File: src/alx_pkg.sv
// Constants, types and decode helper for the ALU and jump execute block.
// Behaviour
// - and_literal_into_acc: acc AND literal into acc; null flag only.
// - or_literal_into_acc: acc OR literal into acc; null flag only.
// - add_acc_to_file: acc plus file; sets carry, nibble carry, null.
// - and_acc_with_file: acc AND file; updates only null flag.
// - Destination bit 0 selects acc, 1 selects file; 7-bit address.
// - jump_absolute: literal to PC[10:0], latch bits 4:3 to PC[12:11].
// - jump_absolute takes two cycles; literal spans 0 to 2047.
// - bump_skip_if_null: file plus one to destination; flags unchanged.
// - A zero increment result discards the next instruction as idle_op.
`default_nettype none
package alx_pkg;
  localparam logic [7:0]  OFS_INSTR   = 8'h00;
  localparam logic [7:0]  OFS_ACC     = 8'h04;
  localparam logic [7:0]  OFS_STAT    = 8'h08;
  localparam logic [7:0]  OFS_UPPER   = 8'h0c;
  localparam logic [7:0]  OFS_PC      = 8'h10;
  localparam logic [7:0]  OFS_FADDR   = 8'h14;
  localparam logic [7:0]  OFS_FDATA   = 8'h18;
  localparam int          ST_NULL     = 0;
  localparam int          ST_NIBBLE   = 1;
  localparam int          ST_CARRY    = 2;
  localparam int          ST_SKIP     = 3;
  localparam int          ST_BUSY     = 4;
  localparam int          DEST_BIT    = 7;
  localparam int          JUMP_HI     = 4;
  localparam int          JUMP_LO     = 3;
  localparam logic [1:0]  RESP_OKAY   = 2'b00;
  localparam logic [1:0]  RESP_SLVERR = 2'b10;
  localparam logic [5:0]  OPC_AND_LITERAL_INTO_ACC   = 6'h39;
  localparam logic [5:0]  OPC_OR_LITERAL_INTO_ACC   = 6'h38;
  localparam logic [5:0]  OPC_ADDWF   = 6'h07;
  localparam logic [5:0]  OPC_AND_ACC_WITH_FILE   = 6'h05;
  localparam logic [5:0]  OPC_INCSKIP = 6'h0f;
  localparam logic [2:0]  OPC_JUMP    = 3'h5;
  localparam logic [7:0]  ACC_RST     = 8'h00;
  localparam logic [7:0]  UPPER_RST   = 8'h00;
  localparam logic [12:0] PC_RST      = 13'h0000;
  localparam logic [13:0] INSTR_RST   = 14'h0000;
  localparam logic [7:0]  FILE_RST    = 8'h00;

  typedef enum logic [2:0] {
    ALX_OP_IDLE  = 3'b000,
    ALX_OP_AND_LITERAL_INTO_ACC = 3'b001,
    ALX_OP_OR_LITERAL_INTO_ACC = 3'b010,
    ALX_OP_ADDWF = 3'b011,
    ALX_OP_AND_ACC_WITH_FILE = 3'b100,
    ALX_OP_INCSK = 3'b101,
    ALX_OP_JUMP  = 3'b110
  } alx_op_t;

  typedef enum logic [1:0] {
    ALX_IDLE   = 2'b00,
    ALX_EXEC   = 2'b01,
    ALX_SECOND = 2'b10
  } alx_state_t;

  typedef struct packed {
    logic [7:0] data;
    logic       zero;
    logic       nib;
    logic       carry;
  } alx_res_t;

  typedef struct packed {
    logic       we;
    logic [6:0] addr;
    logic [7:0] data;
  } alx_fwr_t;

  // Unknown encodings fall back to idle_op so stray words are harmless.
  function automatic alx_op_t alx_decode(input logic [13:0] ins);
    alx_op_t op;
    op = ALX_OP_IDLE;
    if (ins[13:8] == OPC_AND_LITERAL_INTO_ACC) op = ALX_OP_AND_LITERAL_INTO_ACC;
    if (ins[13:8] == OPC_OR_LITERAL_INTO_ACC) op = ALX_OP_OR_LITERAL_INTO_ACC;
    if (ins[13:8] == OPC_ADDWF) op = ALX_OP_ADDWF;
    if (ins[13:8] == OPC_AND_ACC_WITH_FILE) op = ALX_OP_AND_ACC_WITH_FILE;
    if (ins[13:8] == OPC_INCSKIP) op = ALX_OP_INCSK;
    if (ins[13:11] == OPC_JUMP) op = ALX_OP_JUMP;
    return op;
  endfunction
endpackage
`default_nettype wire

File: src/alx_alu.sv
// Combinational result and flag unit of the execute block.
`timescale 1ns/1ps
`default_nettype none
module alx_alu (
  input  wire alx_pkg::alx_op_t  i_op,
  input  wire logic [7:0]        i_acc,
  input  wire logic [7:0]        i_fval,
  input  wire logic [7:0]        i_lit,
  output alx_pkg::alx_res_t      o_res
);
  wire logic [8:0] sum;
  wire logic [4:0] nsum;
  wire logic [7:0] inc;
  wire logic [7:0] data;

  assign sum  = {1'b0, i_acc} + {1'b0, i_fval};
  assign nsum = {1'b0, i_acc[3:0]} + {1'b0, i_fval[3:0]};
  assign inc  = 8'(i_fval + 8'h01);
  assign data = (i_op == alx_pkg::ALX_OP_AND_LITERAL_INTO_ACC) ? i_acc & i_lit :
                (i_op == alx_pkg::ALX_OP_OR_LITERAL_INTO_ACC) ? i_acc | i_lit :
                (i_op == alx_pkg::ALX_OP_ADDWF) ? sum[7:0] :
                (i_op == alx_pkg::ALX_OP_AND_ACC_WITH_FILE) ? i_acc & i_fval :
                (i_op == alx_pkg::ALX_OP_INCSK) ? inc : i_acc;
  assign o_res = '{data: data, zero: (data == 8'h00),
                   nib: nsum[4], carry: sum[8]};
endmodule
`default_nettype wire

File: src/alx_fregs.sv
// File register storage: 128 bytes with one write and two read ports.
`timescale 1ns/1ps
`default_nettype none
module alx_fregs (
  input  wire logic              i_clk,
  input  wire logic              i_nrst,
  input  wire alx_pkg::alx_fwr_t i_wr,
  input  wire logic [6:0]        i_ra,
  output logic [7:0]             o_rda,
  input  wire logic [6:0]        i_rb,
  output logic [7:0]             o_rdb
);
  logic [7:0] mem_reg [128];

  assign o_rda = mem_reg[i_ra];
  assign o_rdb = mem_reg[i_rb];

  always_ff @(posedge i_clk or negedge i_nrst) begin
    if (!i_nrst) begin
      for (int i = 0; i < 128; i++) begin
        mem_reg[i] <= alx_pkg::FILE_RST;
      end
    end else if (i_wr.we) begin
      mem_reg[i_wr.addr] <= i_wr.data;
    end
  end
endmodule
`default_nettype wire

File: src/alx_core.sv
// Execute unit for a subset of the 14-bit instruction set, AXI4-Lite slave.
`timescale 1ns/1ps
`default_nettype none
module alx_core (
  input  wire logic        i_clk,
  input  wire logic        i_nrst,
  input  wire logic        i_awvalid,
  output logic             o_awready,
  input  wire logic [7:0]  i_awaddr,
  input  wire logic        i_wvalid,
  output logic             o_wready,
  input  wire logic [31:0] i_wdata,
  input  wire logic [3:0]  i_wstrb,
  output logic             o_bvalid,
  input  wire logic        i_bready,
  output logic [1:0]       o_bresp,
  input  wire logic        i_arvalid,
  output logic             o_arready,
  input  wire logic [7:0]  i_araddr,
  output logic             o_rvalid,
  input  wire logic        i_rready,
  output logic [31:0]      o_rdata,
  output logic [1:0]       o_rresp
);
  alx_pkg::alx_state_t state_reg;
  alx_pkg::alx_state_t state_next;
  logic [13:0]         instr_reg;
  logic [7:0]          acc_reg;
  logic [7:0]          acc_next;
  logic                null_reg;
  logic                null_next;
  logic                nib_reg;
  logic                nib_next;
  logic                carry_reg;
  logic                carry_next;
  logic                skip_reg;
  logic                skip_next;
  logic [7:0]          upper_reg;
  logic [12:0]         pc_reg;
  logic [12:0]         pc_next;
  logic [6:0]          faddr_reg;
  logic                aw_hold_reg;
  logic                aw_hold_next;
  logic                awrdy_reg;
  logic [7:0]          awaddr_reg;
  logic                w_hold_reg;
  logic                w_hold_next;
  logic                wrdy_reg;
  logic [31:0]         wdata_reg;
  logic [3:0]          wstrb_reg;
  logic                bvalid_reg;
  logic [1:0]          bresp_reg;
  logic                arrdy_reg;
  logic                rvalid_reg;
  logic                rvalid_next;
  logic [31:0]         rdata_reg;
  logic [1:0]          rresp_reg;

  function automatic logic is_mapped(input logic [7:0] a);
    return (a == alx_pkg::OFS_INSTR) || (a == alx_pkg::OFS_ACC) ||
           (a == alx_pkg::OFS_STAT)  || (a == alx_pkg::OFS_UPPER) ||
           (a == alx_pkg::OFS_PC)    || (a == alx_pkg::OFS_FADDR) ||
           (a == alx_pkg::OFS_FDATA);
  endfunction

  logic [7:0] f_bus;
  logic [7:0] f_val;

  // Narrow fields sit in the low bits; the bits above read as zero.
  function automatic logic [31:0] rd_val(input logic [7:0] a);
    logic [31:0] v;
    v = 32'h0000_0000;
    case (a)
      alx_pkg::OFS_INSTR: v = {18'h00000, instr_reg};
      alx_pkg::OFS_ACC:   v = {24'h000000, acc_reg};
      alx_pkg::OFS_STAT:  v = {27'h0000000, state_reg != alx_pkg::ALX_IDLE,
                               skip_reg, carry_reg, nib_reg, null_reg};
      alx_pkg::OFS_UPPER: v = {24'h000000, upper_reg};
      alx_pkg::OFS_PC:    v = {19'h00000, pc_reg};
      alx_pkg::OFS_FADDR: v = {25'h0000000, faddr_reg};
      alx_pkg::OFS_FDATA: v = {24'h000000, f_bus};
    endcase
    return v;
  endfunction

  // Bus write path. A write waits while an instruction is in flight, so
  // software never races the execute logic for the same register.
  wire logic        wr_go;
  wire logic [31:0] wmask;
  logic [31:0]      wval;
  wire logic        bw_instr;
  wire logic        bw_acc;
  wire logic        bw_stat;
  wire logic        bw_upper;
  wire logic        bw_pc;
  wire logic        bw_faddr;
  wire logic        bw_fdata;
  wire logic        rd_take;

  assign wr_go = aw_hold_reg && w_hold_reg && !bvalid_reg &&
                 (state_reg == alx_pkg::ALX_IDLE);
  assign wmask = {{8{wstrb_reg[3]}}, {8{wstrb_reg[2]}},
                  {8{wstrb_reg[1]}}, {8{wstrb_reg[0]}}};
  always_comb wval = (rd_val(awaddr_reg) & ~wmask) | (wdata_reg & wmask);
  assign bw_instr = wr_go && (awaddr_reg == alx_pkg::OFS_INSTR);
  assign bw_acc   = wr_go && (awaddr_reg == alx_pkg::OFS_ACC);
  assign bw_stat  = wr_go && (awaddr_reg == alx_pkg::OFS_STAT);
  assign bw_upper = wr_go && (awaddr_reg == alx_pkg::OFS_UPPER);
  assign bw_pc    = wr_go && (awaddr_reg == alx_pkg::OFS_PC);
  assign bw_faddr = wr_go && (awaddr_reg == alx_pkg::OFS_FADDR);
  assign bw_fdata = wr_go && (awaddr_reg == alx_pkg::OFS_FDATA);

  assign aw_hold_next = !wr_go && (aw_hold_reg || (i_awvalid && awrdy_reg));
  assign w_hold_next  = !wr_go && (w_hold_reg || (i_wvalid && wrdy_reg));
  assign rd_take      = i_arvalid && arrdy_reg;
  assign rvalid_next  = rd_take || (rvalid_reg && !i_rready);

  // Execute path.
  alx_pkg::alx_op_t  ex_op;
  alx_pkg::alx_res_t ex_res;
  alx_pkg::alx_fwr_t fwr;
  wire logic         ex_go;
  wire logic         lit_op;
  wire logic         file_op;
  wire logic         ex_to_acc;
  wire logic         ex_to_file;
  wire logic         ex_nullupd;
  wire logic         ex_arith;
  wire logic [7:0]   ex_data;
  wire logic         ex_zero;
  wire logic [7:0]   lit;
  wire logic         dest;
  wire logic [12:0]  jump_pc;

  assign ex_go   = (state_reg == alx_pkg::ALX_EXEC);
  assign ex_op   = skip_reg ? alx_pkg::ALX_OP_IDLE :
                   alx_pkg::alx_decode(instr_reg);
  assign lit     = instr_reg[7:0];
  assign dest    = instr_reg[alx_pkg::DEST_BIT];
  assign ex_data = ex_res.data;
  assign ex_zero = ex_res.zero;
  assign lit_op  = (ex_op == alx_pkg::ALX_OP_AND_LITERAL_INTO_ACC) ||
                   (ex_op == alx_pkg::ALX_OP_OR_LITERAL_INTO_ACC);
  assign file_op = (ex_op == alx_pkg::ALX_OP_ADDWF) ||
                   (ex_op == alx_pkg::ALX_OP_AND_ACC_WITH_FILE) ||
                   (ex_op == alx_pkg::ALX_OP_INCSK);
  assign ex_to_file = ex_go && file_op && dest;
  assign ex_to_acc  = ex_go && (lit_op || (file_op && !dest));
  assign ex_arith   = ex_go && (ex_op == alx_pkg::ALX_OP_ADDWF);
  assign ex_nullupd = ex_go && (lit_op || (ex_op == alx_pkg::ALX_OP_ADDWF) ||
                      (ex_op == alx_pkg::ALX_OP_AND_ACC_WITH_FILE));
  assign jump_pc = {upper_reg[alx_pkg::JUMP_HI:alx_pkg::JUMP_LO],
                    instr_reg[10:0]};

  assign fwr = '{we:   ex_to_file || bw_fdata,
                 addr: ex_to_file ? instr_reg[6:0] : faddr_reg,
                 data: ex_to_file ? ex_data : wval[7:0]};

  assign acc_next   = ex_to_acc ? ex_data :
                      bw_acc ? wval[7:0] : acc_reg;
  assign null_next  = ex_nullupd ? ex_zero :
                      bw_stat ? wval[alx_pkg::ST_NULL] : null_reg;
  assign nib_next   = ex_arith ? ex_res.nib :
                      bw_stat ? wval[alx_pkg::ST_NIBBLE] : nib_reg;
  assign carry_next = ex_arith ? ex_res.carry :
                      bw_stat ? wval[alx_pkg::ST_CARRY] : carry_reg;
  assign skip_next  = ex_go ? ((ex_op == alx_pkg::ALX_OP_INCSK) && ex_zero) :
                      bw_stat ? wval[alx_pkg::ST_SKIP] : skip_reg;
  assign pc_next    = (ex_go && ex_op == alx_pkg::ALX_OP_JUMP) ? jump_pc :
                      ex_go ? 13'(pc_reg + 13'h0001) :
                      bw_pc ? wval[12:0] : pc_reg;

  // A jump holds the unit for a second cycle, as the refill would.
  always_comb begin
    unique case (state_reg)
      alx_pkg::ALX_IDLE:
        state_next = bw_instr ? alx_pkg::ALX_EXEC : alx_pkg::ALX_IDLE;
      alx_pkg::ALX_EXEC:
        state_next = (ex_op == alx_pkg::ALX_OP_JUMP) ?
                     alx_pkg::ALX_SECOND : alx_pkg::ALX_IDLE;
      alx_pkg::ALX_SECOND:
        state_next = alx_pkg::ALX_IDLE;
      default:
        state_next = alx_pkg::ALX_IDLE;
    endcase
  end

  alx_alu u_alu (
    .i_op   (ex_op),
    .i_acc  (acc_reg),
    .i_fval (f_val),
    .i_lit  (lit),
    .o_res  (ex_res)
  );

  alx_fregs u_fregs (
    .i_clk  (i_clk),
    .i_nrst (i_nrst),
    .i_wr   (fwr),
    .i_ra   (instr_reg[6:0]),
    .o_rda  (f_val),
    .i_rb   (faddr_reg),
    .o_rdb  (f_bus)
  );

  always_ff @(posedge i_clk or negedge i_nrst) begin
    if (!i_nrst) begin
      state_reg <= alx_pkg::ALX_IDLE;
      instr_reg <= alx_pkg::INSTR_RST;
      acc_reg   <= alx_pkg::ACC_RST;
      null_reg  <= 1'b0;
      nib_reg   <= 1'b0;
      carry_reg <= 1'b0;
      skip_reg  <= 1'b0;
      upper_reg <= alx_pkg::UPPER_RST;
      pc_reg    <= alx_pkg::PC_RST;
      faddr_reg <= 7'h00;
    end else begin
      state_reg <= state_next;
      instr_reg <= bw_instr ? wval[13:0] : instr_reg;
      acc_reg   <= acc_next;
      null_reg  <= null_next;
      nib_reg   <= nib_next;
      carry_reg <= carry_next;
      skip_reg  <= skip_next;
      upper_reg <= bw_upper ? wval[7:0] : upper_reg;
      pc_reg    <= pc_next;
      faddr_reg <= bw_faddr ? wval[6:0] : faddr_reg;
    end
  end

  always_ff @(posedge i_clk or negedge i_nrst) begin
    if (!i_nrst) begin
      aw_hold_reg <= 1'b0;
      awrdy_reg   <= 1'b1;
      awaddr_reg  <= 8'h00;
      w_hold_reg  <= 1'b0;
      wrdy_reg    <= 1'b1;
      wdata_reg   <= 32'h0000_0000;
      wstrb_reg   <= 4'h0;
      bvalid_reg  <= 1'b0;
      bresp_reg   <= alx_pkg::RESP_OKAY;
    end else begin
      aw_hold_reg <= aw_hold_next;
      awrdy_reg   <= !aw_hold_next;
      awaddr_reg  <= (i_awvalid && awrdy_reg) ? i_awaddr : awaddr_reg;
      w_hold_reg  <= w_hold_next;
      wrdy_reg    <= !w_hold_next;
      wdata_reg   <= (i_wvalid && wrdy_reg) ? i_wdata : wdata_reg;
      wstrb_reg   <= (i_wvalid && wrdy_reg) ? i_wstrb : wstrb_reg;
      bvalid_reg  <= wr_go || (bvalid_reg && !i_bready);
      bresp_reg   <= !wr_go ? bresp_reg : is_mapped(awaddr_reg) ?
                     alx_pkg::RESP_OKAY : alx_pkg::RESP_SLVERR;
    end
  end

  always_ff @(posedge i_clk or negedge i_nrst) begin
    if (!i_nrst) begin
      arrdy_reg  <= 1'b1;
      rvalid_reg <= 1'b0;
      rdata_reg  <= 32'h0000_0000;
      rresp_reg  <= alx_pkg::RESP_OKAY;
    end else begin
      arrdy_reg  <= !rvalid_next;
      rvalid_reg <= rvalid_next;
      rdata_reg  <= rd_take ? rd_val(i_araddr) : rdata_reg;
      rresp_reg  <= !rd_take ? rresp_reg : is_mapped(i_araddr) ?
                    alx_pkg::RESP_OKAY : alx_pkg::RESP_SLVERR;
    end
  end

  assign o_awready = awrdy_reg;
  assign o_wready  = wrdy_reg;
  assign o_bvalid  = bvalid_reg;
  assign o_bresp   = bresp_reg;
  assign o_arready = arrdy_reg;
  assign o_rvalid  = rvalid_reg;
  assign o_rdata   = rdata_reg;
  assign o_rresp   = rresp_reg;
endmodule
`default_nettype wire

File: config.mk
export PLATFORM = sky130hd
export DESIGN_NAME = alx_core
export DESIGN_NICKNAME = d
export VERILOG_FILES = /design/src/alx_pkg.sv /design/src/alx_alu.sv /design/src/alx_fregs.sv /design/src/alx_core.sv
export SDC_FILE = /design/constraint.sdc
export NUM_CORES = 2
export LEC_CHECK = 0
export BUFFER_PORTS_ARGS = -buffer_cell sky130_fd_sc_hd__buf_2
export CAP_MARGIN = 20
export CORE_UTILIZATION = 41
export CTS_CLUSTER_SIZE = 10
export DETAILED_ROUTE_END_ITERATION = 6
export PLACE_DENSITY = 0.66
export SLEW_MARGIN = 0
export SYNTH_ARGS = -nofsm -noshare
export SYNTH_HDL_FRONTEND = slang
export SYNTH_SLANG_ARGS = --single-unit
File: constraint.sdc
create_clock -name i_clk -period 12.4 [get_ports i_clk]
set_input_delay 2.48 -clock i_clk [delete_from_list [all_inputs] [get_ports i_clk]]
set_output_delay 2.48 -clock i_clk [all_outputs]
set_load 0.005 [all_outputs]
## Word level (Yosys, flattened, before mapping)

Cells that the tools add are included.

| word-level totals | value |
|---|---|
| bits in registers | 1,147 |
| latch bits | 0 |
| memory bits (writable) | 0 |
| memory bits (read-only) | 0 |
| input port bits | 59 |
| word-level logic and storage cells | 304 |
| memories | 0 |

| cells by class | value |
|---|---|
| add/subtract/negate cells | 4 |
| multiply operators | 0 |
| divide/modulo/power cells | 0 |
| order comparisons | 4 |
| eq/ne operators | 25 |
| shift-type cells | 0 |
| multiplexer cells | 43 |
| bitwise operators | 10 |
| reductions and logical operators | 67 |

Operators with widths:

| operator | count |
|---|---|
| bitwise mux 1024 bit | 1 |
| case mux 14 bit (7 select lines) | 2 |
| binary-select mux 8 bit (select 7 bit) | 2 |
| two-way mux 8 bit | 13 |
| demux 8 bit (select 7 bit) | 1 |
| equality test 8 x 5 -> 1 bit, second input constant | 6 |
| two-way mux 13 bit | 3 |
| equality test 8 x 4 -> 1 bit, second input constant | 4 |
| bitwise AND 14 bit | 2 |
| logical AND 1 bit | 26 |
| >= comparator 8 bit, second input constant | 3 |
| zero test 8 bit | 3 |
| NOT 7 -> 8 bit | 3 |
| logical OR 1 bit | 23 |
| two-way mux 3 bit | 6 |
| bitwise AND 8 bit | 2 |
| equality test 8 x 3 -> 1 bit, second input constant | 2 |
| NOT 14 bit | 1 |
| OR 14 bit | 1 |
| adder 13 x 1 -> 13 bit, second input constant | 1 |
| equality test 3 bit, second input constant | 4 |
| equality test 6 x 3 -> 1 bit, second input constant | 2 |
| equality test 6 bit, second input constant | 2 |
| two-way mux 1 bit | 10 |
| other kinds (16) | 30 |

## Longest topological paths before layout

| logic depth | value |
|---|---|
| word-level depth | 20 |
| depth in mapped cells | 28 |
| gate-level depth less buffers | 19 |

## By module

A second synthesis with hierarchy kept.

| unflattened totals | value |
|---|---|
| cells, all modules | 3,986 |
| area total of the unflattened synthesis | 61,381.4 µm² |

Modules (own cells, without submodules):

| module | instances | cells an instance | area an instance (µm²) | seq. area each (µm²) |
|---|---|---|---|---|
| alx_fregs | 1 | 3,201 | 54,471.0 | 25,624.6 |
| alx_core | 1 | 647 | 5,974.5 | 2,581.2 |
| alx_alu | 1 | 138 | 935.9 | 0.0 |

## Worst setup path before layout

Ideal clock, no wire load.

| timing | value |
|---|---|
| path kind | flip-flop to flip-flop |
| from | register instr_reg[2] |
| to | register u_fregs.mem_reg[14] in the netlist's numbering |
| library setup time | 125 ps |
| arrival time | 5,062 ps |
| slack | 7,213 ps |
| cell stages (with the launch flop) | 29 |
| path buffers | 9 |
| clock period less this slack | 5,187 ps |
| cell sequence | dfrtp_1 buf_2 buf_4 buf_4 buf_4 buf_2 buf_4 buf_2 mux2i_1 nand3_1 nand4_1 a41oi_1 a211oi_1 nand2_1 ha_1 inv_1 fa_1 nor2b_1 o21ai_0 a21boi_0 o21a_1 or3_1 a31oi_1 o22ai_1 a31oi_2 o21ai_1 buf_2 clkbuf_1 mux2_2 |

| on the way | value |
|---|---|
| longest elaborated chain between the ends | 12 |

Ends and longest elaborated chain:

| element | RTL line | source |
|---|---|---|
| from (decl) | alx_core.sv:27 | `logic [13:0] instr_reg;` |
| from (signal assigned) | alx_core.sv:209 | `instr_reg <= alx_pkg::INSTR_RST;` |
| from (signal assigned) | alx_core.sv:220 | `instr_reg <= bw_instr ? wval[13:0] : instr_reg;` |
| NOT 7 -> 8 bit (implied by the code) | alx_fregs.sv:15 | `assign o_rda = mem_reg[i_ra];` |
| binary-select mux 8 bit (select 7 bit) | alx_fregs.sv:15 |  |
| two-way mux 8 bit (implied by the code) (2 in a row) | alx_fregs.sv:15 |  |
| adder 8 x 1 -> 8 bit | alx_alu.sv:18 | `assign inc = 8'(i_fval + 8'h01);` |
| two-way mux 8 bit | alx_alu.sv:23 | `(i_op == alx_pkg::ALX_OP_INCSK) ? inc : i_acc;` |
| two-way mux 8 bit | alx_alu.sv:22 | `(i_op == alx_pkg::ALX_OP_AND_ACC_WITH_FILE) ? i_acc & i_fval :` |
| two-way mux 8 bit | alx_alu.sv:21 | `(i_op == alx_pkg::ALX_OP_ADDWF) ? sum[7:0] :` |
| two-way mux 8 bit | alx_alu.sv:20 | `(i_op == alx_pkg::ALX_OP_OR_LITERAL_INTO_ACC) ? i_acc \| i_lit :` |
| two-way mux 8 bit | alx_alu.sv:19 | `assign data = (i_op == alx_pkg::ALX_OP_AND_LITERAL_INTO_ACC) ? i_acc & i_lit :` |
| two-way mux 8 bit | alx_core.sv:157 | `data: ex_to_file ? ex_data : wval[7:0]};` |
| bitwise mux 1024 bit * | alx_fregs.sv:24 | `mem_reg[i_wr.addr] <= i_wr.data;` |
| to (signal, indexed assignment) | alx_fregs.sv:21 | `mem_reg[i] <= alx_pkg::FILE_RST;` |
| to (signal, indexed assignment) | alx_fregs.sv:24 |  |
| to (decl) | alx_fregs.sv:13 | `logic [7:0] mem_reg [128];` |

Every way passes the cells marked *; elsewhere a longest branch is shown, timed or not. The select of a mux whose other input is x is not followed.
A chain may end at the register's enable or synchronous reset.

## Worst setup path after layout

| timing | value |
|---|---|
| from | register instr_reg[1] |
| to | register u_fregs.mem_reg[250] in the netlist's numbering |

Same word-level chain as after synthesis.

==> impl_metrics.tcl <==
set metrics [dict create \
    run_status "completed" \
    cts_tree "done" \
    vias_per_cell 6.36 \
    fp.dieW_um 389 \
    vias 41500 \
    synth_edf_count 0 \
    cts_sinks 1127 \
    grt_pass1_wl_mm 280 \
    hold_path.class "flip-flop to flip-flop" \
    critPathMaxFanout 84 \
    yosysMostFrequentCell "dfrtp_1" \
    antenna_found_initial 8 \
    drive_gt1_share_pct 41.9 \
    routedWlPerCell_um 28.5 \
    yosysWarnings 0 \
    p_per_area_mw_per_mm2 149 \
    synth_cell_types 75 \
    leakage_uw 0.0290 \
    grt_pass1_vias 41200 \
    drt_iter0_markers 4546 \
    cts_buffers 135 \
    hold_viol 0 \
    clockBufferDepth 3 \
    cts.root.buffer_cell "clkbuf_16" \
    syn_area_sq_mm 0.0615 \
    skew_ns 0.0305 \
    slew_headroom_pct 20.8 \
    synth_largest_area_cell "dfrtp_1" \
    hpwl_mm 119 \
    synth.top_cell.area_share_pct 45.7 \
    coreArea_sq_mm 0.148 \
    rsz0062_at_grt "false" \
    drc 0 \
    vdd_drop_max_v 0.000177 \
    finish.utilization_pct 45.7 \
    clock_latency_ns 0.76 \
    syn_inst 4506 \
    ant_nets 0 \
    clk_pin_slew_ns 0.06 \
    criticalPathCategory "flip-flop to flip-flop" \
    routed_wirelength_mm 186 \
    num_rows 141 \
    synth-async-reset-ratio_pct 100 \
    synth-seq-cells 1127 \
    ios 100 \
    grt.total_usage_pct 24.7 \
    gp_congestion 0.941 \
    cp.arrival_ns 8.15 \
    fmax_ghz 0.133 \
    synth_seq_area_share_pct 45.9 \
    max_stage_delay_ns 0.98 \
    critPathCaptureType "flip-flop" \
    final-max-slew-violation-count 0 \
    worstPathCellList "buf_4 > mux4_2 > mux2i_1 > nor3b_1 > nor4_1 > and4_1 > nand2_1 > ha_1 > xor2_1 > nand2_1 > a41oi_1 > nand3_1 > nor2_1 > nor2_4 > buf_4 > mux2_2" \
    h-tree-depth 4 \
    layout.nets 4547 \
    synth_area_per_cell_sq_um 13.6 \
    io_buffers 59 \
    synthTopCellsByCount "dfrtp_1 (1,124), mux2_2 (813), mux4_2 (593)" \
    ys.flop_type "dfrtp_1" \
    crit_required_ns 13.02 \
    maxCapViolations 0 \
    postCtsSetupRepairBufs 0 \
    worst_pin_slew_ns 1.18 \
    min_period_ns 7.53 \
    postCtsHoldBufs 0 \
    die_h_um 389 \
    postCtsResizedCells 0 \
    finalSetupTns_ns 0 \
    fp.dieArea_sq_mm 0.152 \
    grt_overflow 0 \
    start_util_pct 41.4 \
    cp_slowest_cell "dfrtp_4" \
    grt_max_degree 165 \
    final.period_utilization_pct 60.8 \
    area_growth_pct 10.4 \
    synth_area_leaders "dfrtp_1 (46%), mux4_2 (22%), mux2_2 (15%)" \
    start_kind "flip-flop" \
    setup_viol_count_final 0 \
    first_pass_iters 6 \
    largest_register_ffs 1024 \
]
[power by group]
| part | switching, uW | internal [uW] | leakage (uW) |
|---|---|---|---|
| Combinational | 1760 | 737 | 0.0115 |
| Sequential | 256 | 3780 | 0.0157 |
| Clock | 1520 | 2060 | 0.00187 |
[stage by stage]
stage | power (uW) | instance area (sq um) | cells | worst slack [ns] | hold WS (ns)
finish | 10100 | 67900 | 6528 | 4.87 | 0.469
global route | 10400 | 67900 | 6527 | 4.70 | 0.508
floorplan | 5690 | 61600 | 4525 | 7.21 | 0.456
CTS | 10100 | 67700 | 6510 | 5.11 | 0.477
detailed placement | 6540 | 63900 | 6325 | 5.16 | 0.465
global placement | 6530 | 63800 | 6316 | 5.19 | 0.460
[critical path, delay by kind of cell (launching register included)]
| kind | cells | cell delay, ns |
|---|---|---|
| DFF | 1 | 0.98 |
| buffers and inverters | 2 | 1.06 |
| muxes | 3 | 1.31 |
| xor gates and xnor gates | 1 | 0.21 |
| adders and majority gates | 1 | 0.41 |
| and+or+nand+nor | 8 | 2.92 |
| AOI/OAI and AO/OA | 1 | 0.30 |
[final cells by class]
type                    count  area, sq um
diodes                      1         2.50
clock buffers             170         3670
clock inverters            15          135
fillers                 13100        80500
inverters                  32          120
multi-input cells        2957        31500
flip-flops and latches   1127        28200
well taps                2002         2500
repair buffers            224         1730
[cells by family after synthesis]
family | Yosys count | synth area share, %
muxes | 1515 | 38.4
DFF | 1127 | 45.9
and+or+nand+nor | 788 | 6.08
AOI/OAI and AO/OA | 609 | 5.96
buffers and inverters | 441 | 3.28
xor gates and xnor gates | 14 | 0.199
adders and majority gates | 11 | 0.236
other | 1 | 0.00610
[placed cells by master, fill, tap and decap left out, types with 39 or more instances in the layout]
cell type and n:
buf_2 60, nand2_1 205, clkbuf_16 138, mux2_2 813
nor3_2 50, nor2_1 323, o21ai_0 104, mux4_2 593
a21oi_1 285, nand3_1 39, mux2i_1 106, a22oi_1 68
buf_4 135, dfrtp_1 1115
[layer usage]
layer  vias to the layer above  GRT usage, %  wire [um]
li1                      17100             -          -
met1                     22000          34.0      76000
met2                      1978          37.9      86000
met3                       404          5.70      16900
met4                        12          9.35       7210
met5                         -             0         75
[final timing paths]
check / start / endpoint / slack (ns) / cells after the start
max in group asynchronous: i_nrst / u_fregs.mem_reg[1009]$_DFFE_PN0P_ / 8.27 / 3
worst max-delay path: instr_reg[1]$_DFFE_PN0P_ / u_fregs.mem_reg[250]$_DFFE_PN0P_ / 4.87 / 16
worst min-delay path: o_rdata[8]$_DFFE_PN0P_ / o_rdata[8]$_DFFE_PN0P_ / 0.47 / 2
min in group asynchronous: i_nrst / u_fregs.mem_reg[604]$_DFFE_PN0P_ / 1.76 / 1
worst min register to register: o_rdata[8]$_DFFE_PN0P_ / o_rdata[8]$_DFFE_PN0P_ / 0.47 / 2
worst max register to register: instr_reg[1]$_DFFE_PN0P_ / u_fregs.mem_reg[250]$_DFFE_PN0P_ / 4.87 / 16
(Power assumes the default switching activity.)
